### src/logic/dcc_pkg.sv
package dcc_pkg;
    localparam int NSUB = 4;
    localparam int NSRC = 6;
    localparam logic [7:0] A_BAND = 8'h00;
    localparam logic [7:0] A_CTL  = 8'h04;
    localparam logic [7:0] A_MODE = 8'h14;
    localparam logic [7:0] A_CNT  = 8'h18;
    localparam logic [7:0] A_DST  = 8'h28;
    localparam logic [7:0] A_STAT = 8'h30;
    localparam int B_FAE   = 14;
    localparam int B_ACK   = 8;
    localparam int B_EN    = 4;
    localparam int B_IE    = 0;
    localparam int B_SIZE  = 7;
    localparam int B_DIR   = 6;
    localparam int B_ALLOW = 5;
    localparam int B_RPE   = 5;
    localparam logic [15:0] BAND_RST = 16'h0000;
    localparam logic [7:0]  CTL_RST  = 8'h00;
    localparam logic [15:0] CNT_RST  = 16'h0000;
    localparam logic [23:0] DST_RST  = 24'h000000;
    localparam logic [23:0] STEP_B   = 24'h000001;
    localparam logic [23:0] STEP_W   = 24'h000002;
    localparam logic [3:0] C_AD  = 4'h1;
    localparam logic [3:0] C_USB = 4'h3;
    localparam logic [3:0] C_TX  = 4'h4;
    localparam logic [3:0] C_RX  = 4'h5;
    localparam logic [3:0] C_ACS = 4'h6;
    localparam logic [3:0] C_ABU = 4'h7;
    localparam logic [3:0] C_TM0 = 4'h8;
    localparam logic [3:0] C_TM1 = 4'h9;
    localparam logic [3:0] C_TM2 = 4'hA;
    localparam logic [2:0] SRC_NONE = 3'h7;

    typedef struct packed {
        logic [15:0]      band;
        logic [3:0][7:0]  ctl;
        logic [1:0]       blk;
        logic [3:0][15:0] cnt;
        logic [1:0][23:0] dst;
        logic [3:0]       rd0;
        logic [3:0]       pend;
        logic [5:0]       irq_q;
        logic [1:0]       usb_sy;
        logic [1:0]       csph;
        logic [31:0]      rdata;
        logic             ready;
        logic             err;
        logic [5:0]       clr;
        logic [5:0]       cpu;
        logic [3:0]       endi;
        logic [3:0]       done;
    } dcc_st_t;

    function automatic logic [2:0] src_idx(input logic [3:0] code);
        case (code)
            C_AD:    src_idx = 3'h0;
            C_TX:    src_idx = 3'h1;
            C_RX:    src_idx = 3'h2;
            C_TM0:   src_idx = 3'h3;
            C_TM1:   src_idx = 3'h4;
            C_TM2:   src_idx = 3'h5;
            default: src_idx = SRC_NONE;
        endcase
    endfunction : src_idx
endpackage : dcc_pkg

### src/logic/dcc_ctrl.sv
`timescale 1ns/1ps
module dcc_ctrl (
    input  wire logic        core_clk,
    input  wire logic        rst,
    input  wire logic [7:0]  paddr,
    input  wire logic        psel,
    input  wire logic        penable,
    input  wire logic        pwrite,
    input  wire logic [31:0] pwdata,
    output logic      [31:0] prdata,
    output logic             pready,
    output logic             pslverr,
    input  wire logic [5:0]  periph_irq,
    input  wire logic        usb_request_line_n,
    output logic      [5:0]  periph_clear,
    output logic      [5:0]  cpu_irq_req,
    output logic      [3:0]  end_irq,
    output logic      [3:0]  xfer_done
);
    dcc_pkg::dcc_st_t r;
    dcc_pkg::dcc_st_t n;

    logic [3:0]      full;
    logic [3:0]      act;
    logic [3:0]      en;
    logic [3:0]      ie;
    logic [3:0]      ack;
    logic [3:0]      pv;
    logic [3:0]      uv;
    logic [3:0]      ab;
    logic [3:0]      acs;
    logic [3:0]      rq;
    logic [3:0]      evt;
    logic [3:0]      rpt;
    logic [3:0]      smask;
    logic [3:0][2:0] sidx;
    logic [3:0][3:0] code;
    logic            g_v;
    logic [1:0]      g_s;

    genvar gs;
    for (gs = 0; gs < dcc_pkg::NSUB; gs++)
    begin : g_sub
        localparam int C = gs / 2;
        // Wide mode joins A and B; the odd sub then only lends its bits
        assign full[gs]  = r.band[dcc_pkg::B_FAE + C];
        assign act[gs]   = !full[gs] || (gs % 2 == 0);
        assign en[gs]    = r.band[dcc_pkg::B_EN + gs];
        assign ie[gs]    = r.band[dcc_pkg::B_IE + gs];
        assign ack[gs]   = full[gs] ? r.band[dcc_pkg::B_ACK + 2 * C + 1] : r.band[dcc_pkg::B_ACK + gs];
        assign code[gs]  = full[gs] ? r.ctl[2 * C + 1][3:0] : r.ctl[gs][3:0];
        assign sidx[gs]  = dcc_pkg::src_idx(code[gs]);
        // Peripheral sources in short and block mode; USB in wide modes
        assign pv[gs]    = (!full[gs] || r.blk[C]) && sidx[gs] != dcc_pkg::SRC_NONE;
        assign uv[gs]    = full[gs] && code[gs] == dcc_pkg::C_USB;
        assign ab[gs]    = full[gs] && !r.blk[C] && code[gs] == dcc_pkg::C_ABU;
        assign acs[gs]   = full[gs] && !r.blk[C] && code[gs] == dcc_pkg::C_ACS;
        assign rpt[gs]   = !full[gs] && r.ctl[gs][dcc_pkg::B_RPE] && !ie[gs];
        // New source event latches only while enabled
        assign evt[gs]   = act[gs] && en[gs] && pv[gs] && periph_irq[sidx[gs]] && !r.irq_q[sidx[gs]];
        // Unassigned codes match none of the request terms
        assign rq[gs]    = act[gs] && en[gs] && ((r.pend[gs] && pv[gs]) || (uv[gs] && !r.usb_sy[1])
                           || ab[gs] || (acs[gs] && r.csph[C]));
        // Ack only counts on an enabled sub; master enable plays no part
        assign smask[gs] = act[gs] && en[gs] && ack[gs] && pv[gs];
    end

    always_comb
    begin
        logic [7:0]  off;
        logic [1:0]  ix;
        logic [23:0] step;
        logic        ch;
        off  = paddr - dcc_pkg::A_CTL;
        ix   = 2'b00;
        step = dcc_pkg::STEP_B;
        ch   = 1'b0;
        n    = r;
        n.done   = 4'h0;
        n.clr    = 6'h00;
        n.ready  = 1'b0;
        n.err    = 1'b0;
        n.usb_sy = {r.usb_sy[0], usb_request_line_n};
        n.irq_q  = periph_irq;
        n.csph   = ~r.csph;
        if (psel && !penable)
        begin
            n.ready = 1'b1;
            n.rdata = 32'h00000000;
            if (paddr == dcc_pkg::A_BAND)
            begin
                n.rdata = {16'h0000, r.band};
                if (!pwrite)
                    n.rd0 = r.rd0 | ~r.band[dcc_pkg::B_EN +: 4];
            end
            else if (paddr >= dcc_pkg::A_CTL && paddr < dcc_pkg::A_MODE && paddr[1:0] == 2'b00)
                n.rdata = {24'h000000, r.ctl[off[3:2]]};
            else if (paddr == dcc_pkg::A_MODE)
                n.rdata = {30'h00000000, r.blk};
            else if (paddr >= dcc_pkg::A_CNT && paddr < dcc_pkg::A_DST && paddr[1:0] == 2'b00)
            begin
                off     = paddr - dcc_pkg::A_CNT;
                n.rdata = {16'h0000, r.cnt[off[3:2]]};
            end
            else if (paddr >= dcc_pkg::A_DST && paddr < dcc_pkg::A_STAT && paddr[1:0] == 2'b00)
                n.rdata = {8'h00, r.dst[paddr[2]]};
            else if (paddr == dcc_pkg::A_STAT)
                n.rdata = {28'h0000000, r.pend};
            else
                n.err = 1'b1;
        end
        if (psel && penable && r.ready && pwrite && !r.err)
        begin
            if (paddr == dcc_pkg::A_BAND)
            begin
                // Reserved bits are stored and read back as written
                n.band = pwdata[15:0];
                for (int s = 0; s < dcc_pkg::NSUB; s++)
                    n.band[dcc_pkg::B_EN + s] = pwdata[dcc_pkg::B_EN + s] && (en[s] || r.rd0[s]);
                n.rd0 = 4'h0;
            end
            else if (paddr >= dcc_pkg::A_CTL && paddr < dcc_pkg::A_MODE)
            begin
                ix = off[3:2];
                n.ctl[ix] = pwdata[7:0];
            end
            else if (paddr == dcc_pkg::A_MODE)
                n.blk = pwdata[1:0];
            else if (paddr >= dcc_pkg::A_CNT && paddr < dcc_pkg::A_DST)
            begin
                off = paddr - dcc_pkg::A_CNT;
                n.cnt[off[3:2]] = pwdata[15:0];
            end
            else if (paddr >= dcc_pkg::A_DST && paddr < dcc_pkg::A_STAT)
                n.dst[paddr[2]] = pwdata[23:0];
        end
        for (int s = 0; s < dcc_pkg::NSUB; s++)
            if (evt[s])
                n.pend[s] = 1'b1;
        // Lowest index wins; shared sources go in priority order
        g_v = 1'b0;
        g_s = 2'b00;
        for (int s = dcc_pkg::NSUB - 1; s >= 0; s--)
            if (rq[s])
            begin
                g_v = 1'b1;
                g_s = s[1:0];
            end
        if (g_v)
        begin
            // Set wins over the grant's clear
            if (!evt[g_s])
                n.pend[g_s] = 1'b0;
            n.done[g_s] = 1'b1;
            if (rpt[g_s])
                n.cnt[g_s][7:0] = (r.cnt[g_s][7:0] == 8'h01) ? r.cnt[g_s][15:8] : r.cnt[g_s][7:0] - 8'h01;
            else
            begin
                n.cnt[g_s] = r.cnt[g_s] - 16'h0001;
                if (r.cnt[g_s] == 16'h0001)
                    n.band[dcc_pkg::B_EN + g_s] = 1'b0;
            end
            if (full[g_s])
            begin
                ch = g_s[1];
                if (r.ctl[g_s][dcc_pkg::B_SIZE])
                    step = dcc_pkg::STEP_W;
                if (r.ctl[{ch, 1'b1}][dcc_pkg::B_ALLOW])
                    n.dst[ch] = r.ctl[{ch, 1'b1}][dcc_pkg::B_DIR] ? r.dst[ch] - step : r.dst[ch] + step;
            end
            if (pv[g_s] && ack[g_s])
                n.clr[sidx[g_s]] = 1'b1;
        end
        for (int k = 0; k < dcc_pkg::NSRC; k++)
        begin
            n.cpu[k] = periph_irq[k];
            for (int s = 0; s < dcc_pkg::NSUB; s++)
                if (smask[s] && sidx[s] == k[2:0])
                    n.cpu[k] = 1'b0;
        end
        for (int s = 0; s < dcc_pkg::NSUB; s++)
        begin
            n.endi[s] = act[s] && ie[s] && !en[s];
            if (!en[s])
                n.pend[s] = 1'b0;
        end
    end

    always_ff @(posedge core_clk)
    begin
        if (rst)
        begin
            r      <= '0;
            r.band <= dcc_pkg::BAND_RST;
            r.ctl  <= {4{dcc_pkg::CTL_RST}};
            r.cnt  <= {4{dcc_pkg::CNT_RST}};
            r.dst  <= {2{dcc_pkg::DST_RST}};
            r.usb_sy <= 2'b11;
        end
        else
            r <= n;
    end

    assign prdata       = r.rdata;
    assign pready       = r.ready;
    assign pslverr      = r.err;
    assign periph_clear = r.clr;
    assign cpu_irq_req  = r.cpu;
    assign end_irq      = r.endi;
    assign xfer_done    = r.done;

    // Checks
    logic [23:0] dst_sel;
    logic [23:0] step_sel;
    logic        hold_c;
    logic        inc_c;
    logic [2:0]  sidx_g;
    assign dst_sel  = r.dst[g_s[1]];
    assign step_sel = r.ctl[g_s][dcc_pkg::B_SIZE] ? dcc_pkg::STEP_W : dcc_pkg::STEP_B;
    assign hold_c   = g_v && full[g_s] && !r.ctl[{g_s[1], 1'b1}][dcc_pkg::B_ALLOW];
    assign inc_c    = g_v && full[g_s] && r.ctl[{g_s[1], 1'b1}][dcc_pkg::B_ALLOW]
                      && !r.ctl[{g_s[1], 1'b1}][dcc_pkg::B_DIR];
    assign sidx_g   = sidx[g_s];

    for (gs = 0; gs < dcc_pkg::NSUB; gs++)
    begin : g_chk

    end
endmodule : dcc_ctrl

### config.mk
export PLATFORM = sky130hd
export DESIGN_NAME = dcc_ctrl
export DESIGN_NICKNAME = d
export VERILOG_FILES = /design/src/logic/dcc_pkg.sv /design/src/logic/dcc_ctrl.sv
export SDC_FILE = /design/constraint.sdc
export NUM_CORES = 1
export LEC_CHECK = 0
export ABC_AREA = 0
export BUFFER_PORTS_ARGS = -buffer_cell sky130_fd_sc_hd__buf_4
export CORE_ASPECT_RATIO = 1.1
export CORE_MARGIN = 3
export CORE_UTILIZATION = 56
export DETAILED_ROUTE_END_ITERATION = 8
export GPL_TIMING_DRIVEN = 0
export PLACE_DENSITY = 0.78
export RECOVER_POWER = 50
export SETUP_SLACK_MARGIN = 0.3
export SLEW_MARGIN = 40
export SYNTH_ARGS = -nofsm -noshare
export SYNTH_HDL_FRONTEND = slang
export SYNTH_SLANG_ARGS = --single-unit
export TNS_END_PERCENT = 50
### constraint.sdc
create_clock -name core_clk -period 5.2 [get_ports core_clk]
set_input_delay 0.78 -clock core_clk [delete_from_list [all_inputs] [get_ports core_clk]]
set_output_delay 0.78 -clock core_clk [all_outputs]
set_load 0.005 [all_outputs]
# Yosys cells after proc, flatten, opt, wreduce, memory -nomap -nowiden
# Cells that the tools add are included.
dict set report op_classes {
  n_addsub 7
  order_cmp 26
  n_eq_ne 64
  mux 132
  bitwise_logic 16
  reduce_logical 175
}
# cell n
set op_table {}
lappend op_table {{$mux W24} 14}
lappend op_table {{$mux W112} 2}
lappend op_table {{$bwmux W64} 3}
lappend op_table {{$mux W48} 4}
lappend op_table {{$mux W166} 1}
lappend op_table {{$mux W146} 1}
lappend op_table {{$mux W16} 8}
lappend op_table {{$mux W64} 2}
lappend op_table {{$logic_and A1 B1 Y1} 117}
lappend op_table {{$mux W114} 1}
lappend op_table {{$bwmux W48} 2}
lappend op_table {{$demux W16 S2} 3}
lappend op_table {{$pmux W3 S6} 4}
lappend op_table {{$bmux W16 S2} 2}
lappend op_table {{$eq A4 B3 Y1 const B} 16}
lappend op_table {{$mux W4} 14}
lappend op_table {{$demux W24 S1} 2}
lappend op_table {{$eq A4 B4 Y1 const B} 12}
lappend op_table {{$mux W8} 5}
lappend op_table {{$bmux W8 S2} 2}
lappend op_table {{$bwmux W32} 1}
lappend op_table {{$mux W1} 32}
lappend op_table {{$mux W32} 1}
lappend op_table {{$reduce_or A5 Y1} 6}
lappend op_table {{other kinds (57)} 165}
dict set report totals {
  ff_bits 226
  inputBits 52
  output_inout_bits 54
}

# Longest topological paths before layout
dict set report logic_depth {
  word_depth 24
  ltp_mapped 24
  depth_no_buf 21
}

# Worst setup path before layout
# No wires, ideal clock.
dict set report synth_timing {
  path_kind {reg2reg}
  start {reg r, in the netlist full[0]}
  end {reg r[95] in the netlist's numbering}
  arrival_time_ns 4.758
  path_slack_ns 0.357
  stages_incl_launch_ff 24
  n_path_buf 3
  period_less_slack_ns 4.843
  cell_sequence {dfxtp_1 > buf_2 > mux2_4 > a222oi_1 > o22ai_1 > o21ai_1 > buf_2 > nand2_1 > buf_2 > nor2_1 > a222oi_1 > nand2_1 > inv_1 > ha_1 > nor2b_1 > o21ai_0 > a21boi_0 > o21ai_0 > a31oi_1 > a211o_1 > and3_1 > o31ai_1 > xnor2_1 > a211oi_1}
}
dict set report synth_between {
  elab_chain_len 22
}
# element line
set synth_rtl {}
lappend synth_rtl {{start: declaration} dcc_ctrl.sv:20} ;# dcc_pkg::dcc_st_t r;
lappend synth_rtl {{start signal: assignment} dcc_ctrl.sv:201} ;# r <= n;
lappend synth_rtl {{$mux W4} dcc_ctrl.sv:51} ;# assign code[gs] = full[gs] ? r.ctl[2 * C + 1][3:0] : r.ctl[gs][3:0];
lappend synth_rtl {{$eq A4 B4 Y1, or another cell as far along} dcc_pkg.sv:56} ;# case (code)
lappend synth_rtl {{$pmux W3 S6} dcc_pkg.sv:56}
lappend synth_rtl {{$ne A3 B3 Y1} dcc_ctrl.sv:54} ;# assign pv[gs] = (!full[gs] || r.blk[C]) && sidx[gs] != dcc_pkg::SRC_NONE;
lappend synth_rtl {{$logic_and A1 B1 Y1} dcc_ctrl.sv:54}
lappend synth_rtl {{$logic_and A1 B1 Y1} dcc_ctrl.sv:62} ;# assign rq[gs] = act[gs] && en[gs] && ((r.pend[gs] && pv[gs]) || (uv[gs] && !r.usb_sy[1])
lappend synth_rtl {{$logic_or A1 B1 Y1} dcc_ctrl.sv:62}
lappend synth_rtl {{$logic_or A1 B1 Y1 (2 in series)} dcc_ctrl.sv:63} ;# || ab[gs] || (acs[gs] && r.csph[C]));
lappend synth_rtl {{[... 5 more ...]} -}
lappend synth_rtl {{$mux W24} dcc_ctrl.sv:163} ;# if (full[g_s])
lappend synth_rtl {{$mux W24} dcc_ctrl.sv:149} ;# if (g_v)
lappend synth_rtl {{$add A24 B24 Y24 or $sub A24 B24 Y24 (tied branches)} dcc_ctrl.sv:169} ;# n.dst[ch] = r.ctl[{ch, 1'b1}][dcc_pkg::B_DIR] ? r.dst[ch] - step : r.dst[ch] + step;
lappend synth_rtl {{$mux W24} dcc_ctrl.sv:169}
lappend synth_rtl {{$bwmux W48} dcc_ctrl.sv:169}
lappend synth_rtl {{$mux W48} dcc_ctrl.sv:168} ;# if (r.ctl[{ch, 1'b1}][dcc_pkg::B_ALLOW])
lappend synth_rtl {{$mux W48} dcc_ctrl.sv:163}
lappend synth_rtl {{$mux W112 (*)} dcc_ctrl.sv:149}
# Every way passes the cells marked *; elsewhere a longest branch is shown, timed or not. The select of a mux whose other input is x is not followed.
# A chain may end at the register's enable or synchronous reset.

# Worst setup path in the final report
dict set report layout_timing {
  start {reg r, in the netlist full[2]}
  end {reg r[95] in the netlist's numbering}
}
dict set report layout_between {
  elab_chain_len 24
}
# element line
set layout_rtl {}
lappend layout_rtl {{$mux W4} dcc_ctrl.sv:51}
lappend layout_rtl {{$eq A4 B4 Y1, or another cell as far along} dcc_pkg.sv:56}
lappend layout_rtl {{$pmux W3 S6} dcc_pkg.sv:56}
lappend layout_rtl {{$ne A3 B3 Y1} dcc_ctrl.sv:54}
lappend layout_rtl {{$logic_and A1 B1 Y1} dcc_ctrl.sv:54}
lappend layout_rtl {{$logic_and A1 B1 Y1} dcc_ctrl.sv:62}
lappend layout_rtl {{$logic_or A1 B1 Y1} dcc_ctrl.sv:62}
lappend layout_rtl {{$logic_or A1 B1 Y1 (2 in series)} dcc_ctrl.sv:63}
lappend layout_rtl {{[... 7 more ...]} -}
lappend layout_rtl {{$mux W24} dcc_ctrl.sv:163}
lappend layout_rtl {{$mux W24} dcc_ctrl.sv:149}
lappend layout_rtl {{$add A24 B24 Y24 or $sub A24 B24 Y24 (tied branches)} dcc_ctrl.sv:169}
lappend layout_rtl {{$mux W24} dcc_ctrl.sv:169}
lappend layout_rtl {{$bwmux W48} dcc_ctrl.sv:169}
lappend layout_rtl {{$mux W48} dcc_ctrl.sv:168}
lappend layout_rtl {{$mux W48} dcc_ctrl.sv:163}
lappend layout_rtl {{$mux W112 (*)} dcc_ctrl.sv:149}
# Marks and branches as above.

==> impl_metrics.toml <==
[setup_path]
cp_common_cell = "o21ai_2"
cp_cell_sequence = "buf_6 > mux2_4 > o2111a_1 > o21ai_4 > nand2_2 > buf_8 > o211ai_4 > clkbuf_16 > buf_4 > mux2i_2 > inv_1 > ha_1 > nor2b_1 > o21ai_2 > a21boi_2 > o21ai_2 > a31oi_4 > a211o_1 > and3_2 > o31ai_4 > xnor2_1 > a211oi_1"
worstPathRequired_ns = 5.67
cp.buffers_inverters = 5
startpoint_type = "flop"
cpPeakStageDelay_ns = 0.36
worst-setup-path-type = "reg2reg"
crit_start = "full[2]"
r2r_start = "full[2]"
crit_slowest_cell = "mux2_4"
endpoint_kind = "flop"
rrSetupSlack_ns = 0.19
crit_path_max_fanout = 9
crit_arrival_ns = 5.47
critPathTopFamily = "compound AO/OA/AOI/OAI gates"

[timing]
fmax_ghz = 0.200
finClkSkew_ns = 0.0191
rsz0062_at_grt = "true"
setup_viol = 0
post-route-period-util = 0.963
worstMarginPinSlew_ns = 1.16
relSlewSlack = 0.227
final.min_clock_period_ns = 5.01
maxSlewViolCount = 0
hold_violations = 0

[logic_synthesis]
synth_top_area_frac = 0.302
synthAdderAreaFrac = 0.0264
synth_area_per_cell_um2 = 7.90
synth.area.mux_share = 0.125
syn-instance-count = 1896
ys_seq_elements = 226
synth_area_leaders = "dfxtp_1, nand2_1, mux2i_1"
synth_cell_types = 93
synthFlopType = "dfxtp_1"
synth-xor-area-share = 0.0187
netlist_area_um2 = 15000
synth-compound-area-share = 0.211
synthSimpleGateAreaFrac = 0.248
synth_top_area_cell = "dfxtp_1"
synthArstFlopShare = 0
synth_top_family_by_area = "simple AND/OR/NAND/NOR gates"
yosys_warnings = 0
synth-seq-area-share = 0.302
synth_edf_count = 0

[status]
status = "finished clean"

[place]
gp_congestion = 1.05
placed_area_um2 = 16200
dp.cells = 2344
dp_hpwl_mm = 45.9
numPortBuffers = 88

[flow_run]
cap_viol_max_count = 0

[power]
total_power_mw = 4.00
p_comb_frac = 0.061
p_seq_frac = 0.436
switchingPower_mw = 0.962
p_int_mw = 3.04
sw_frac_of_total = 0.240
clock_power_share = 0.503
ir_drop_uv = 234
power_density_nw_per_um2 = 225
p_leak_nw = 7.01

[detailed_routing]
drt_wl_total_mm = 64.9
wl_per_cell_um = 26.8
dr.pass1.iters = 9
drtIter0Drc = 2439
avgViaCountPerCell = 6.89
ant_nets = 0
drc = 0
vias = 16700

[final_layout]
drive_gt1_frac = 0.182
nFillCells = 2279
fin_nets = 2139
fin_util = 0.679
fin_area_um2 = 17800
area_growth_pct = 18.9
fin_cells = 2427

[worst_hold_path]
hp-class = "reg2reg"
holdCritStartpoint = "n[57]"

[die]
coreArea_um2 = 26200
die_w_um = 162
die_h_um = 178
boundaryPins = 106
initial_core_util = 0.571
dieArea_um2 = 28800
rows = 62

[grt]
grt_start_max_net_pins = 14
grt.total_usage = 0.436
grt_overflow = 0
grt_pass1_vias = 16100
grt_pass1_wl_mm = 96.1
grt_antenna_before_repair = 2

[cts]
cts.sinks = 226
clock_latency_ns = 0.56
htreeDepth = 1
cts-root-buf = "clkbuf_16"
cts_made_buffers = 26
cts_max_path_buffers = 3
clk_pin_slew_worst_paths_ns = 0.06
cts_tree = "built"
[cells in the final DEF, fill, tap and decap left out, types with 41 or more instances in the layout]
| cell | instances |
|---|---|
| nor2_1 | 166 |
| a211oi_1 | 85 |
| nand3_1 | 56 |
| clkbuf_4 | 41 |
| dfxtp_1 | 224 |
| and3_1 | 51 |
| mux2i_1 | 96 |
| clkbuf_1 | 115 |
| a21oi_1 | 99 |
| buf_4 | 130 |
| o21ai_0 | 60 |
| nand2_1 | 291 |
| nor3_1 | 43 |
[per-layer routing]
layer,global-route usage,vias up,wire [µm]
li1,-,7197,-
met1,0.527,7822,22800
met2,0.665,1292,27600
met3,0.115,404,8500
met4,0.323,2,6050
met5,0,-,13
[cell usage after synthesis, types with 6 or more instances]
| library cell | n |
|---|---|
| nand4_1 | 14 |
| buf_2 | 15 |
| nand2b_1 | 20 |
| nor3b_1 | 11 |
| clkbuf_1 | 112 |
| a211oi_1 | 86 |
| a311oi_1 | 18 |
| o2111ai_1 | 7 |
| dfxtp_1 | 226 |
| o22ai_1 | 12 |
| buf_4 | 54 |
| nor4b_1 | 6 |
| mux4_2 | 24 |
| ha_1 | 30 |
| xor2_1 | 13 |
| a31oi_1 | 26 |
| nor2_1 | 170 |
| a32oi_1 | 6 |
| inv_1 | 27 |
| o31ai_1 | 7 |
| o221ai_1 | 7 |
| xnor2_1 | 19 |
| a21oi_1 | 102 |
| o211ai_1 | 13 |
| nor2b_1 | 36 |
| nand3_1 | 58 |
| mux2i_1 | 99 |
| a21o_1 | 7 |
| nor3_1 | 44 |
| a221oi_1 | 18 |
| or2_2 | 7 |
| o21a_1 | 8 |
| nor4_1 | 8 |
| mux2_2 | 26 |
| buf_1 | 9 |
| and3_1 | 52 |
| and2_1 | 11 |
| o21ai_0 | 65 |
| nand2_1 | 296 |
| or3_1 | 21 |
[timing repair]
action,CTS,global route
pin swaps,19,27
setup buffers,25,9
cloned,1,1
endpoints found under the setup margin,57,45
hold buffers,0,0
resized for setup,90,32
[final cells by class]
| type | instances | area [µm²] | share of cell area |
|---|---|---|---|
| Clock buffer | 39 | 779 | 0.0438 |
| Multi-Input combinational cell | 1461 | 9880 | 0.554 |
| Tap cell | 352 | 440 | 0.0247 |
| Clock inverter | 6 | 141 | 0.00794 |
| Sequential cell | 226 | 4530 | 0.254 |
| Antenna cell | 2 | 5.00 | 0.000281 |
| Buffer | 190 | 1040 | 0.0584 |
| Timing Repair Buffer | 123 | 898 | 0.0504 |
| Inverter | 28 | 105 | 0.00590 |
[stage by stage]
stage                     worst slack [ns]  hold slack (ns)  TNS (ns)
after floorplan                      0.357            0.389         0
after global routing                0.0706            0.424         0
after detailed placement             -1.49            0.396    -33.39
after global placement               -1.44            0.393    -37.28
after CTS                            0.294            0.410         0
final                                0.193            0.412         0
[worst paths after layout]
path,to,cells past startpoint
max,r[95],22
min,r[57],1
max reg2reg,r[95],22
min reg2reg,r[57],1
[power by group through the flow]
| stage | sequential (mW) | combinational, mW | clock (mW) |
|---|---|---|---|
| 2_1_floorplan | 1.78 | 0.111 | 0 |
| 3_3_place_gp | 1.78 | 0.232 | 0 |
| 3_5_place_dp | 1.78 | 0.234 | 0 |
| 4_1_cts | 1.75 | 0.235 | 1.99 |
| 5_1_grt | 1.75 | 0.250 | 2.05 |
| 6_report | 1.75 | 0.245 | 2.01 |
[kinds of logic (layout without fill, tap and decap cells)]
kind of cell / count (synthesis) / after routing
buffers and inverters: 218 / 386
other: 1 / 10
and+or+nand+nor: 783 / 783
AOI/OAI and AO/OA: 453 / 453
adders and majority gates: 31 / 31
xor gates and xnor gates: 32 / 32
DFF: 226 / 226
muxes: 152 / 154
Note: power is estimated with default switching activity, not from simulation.
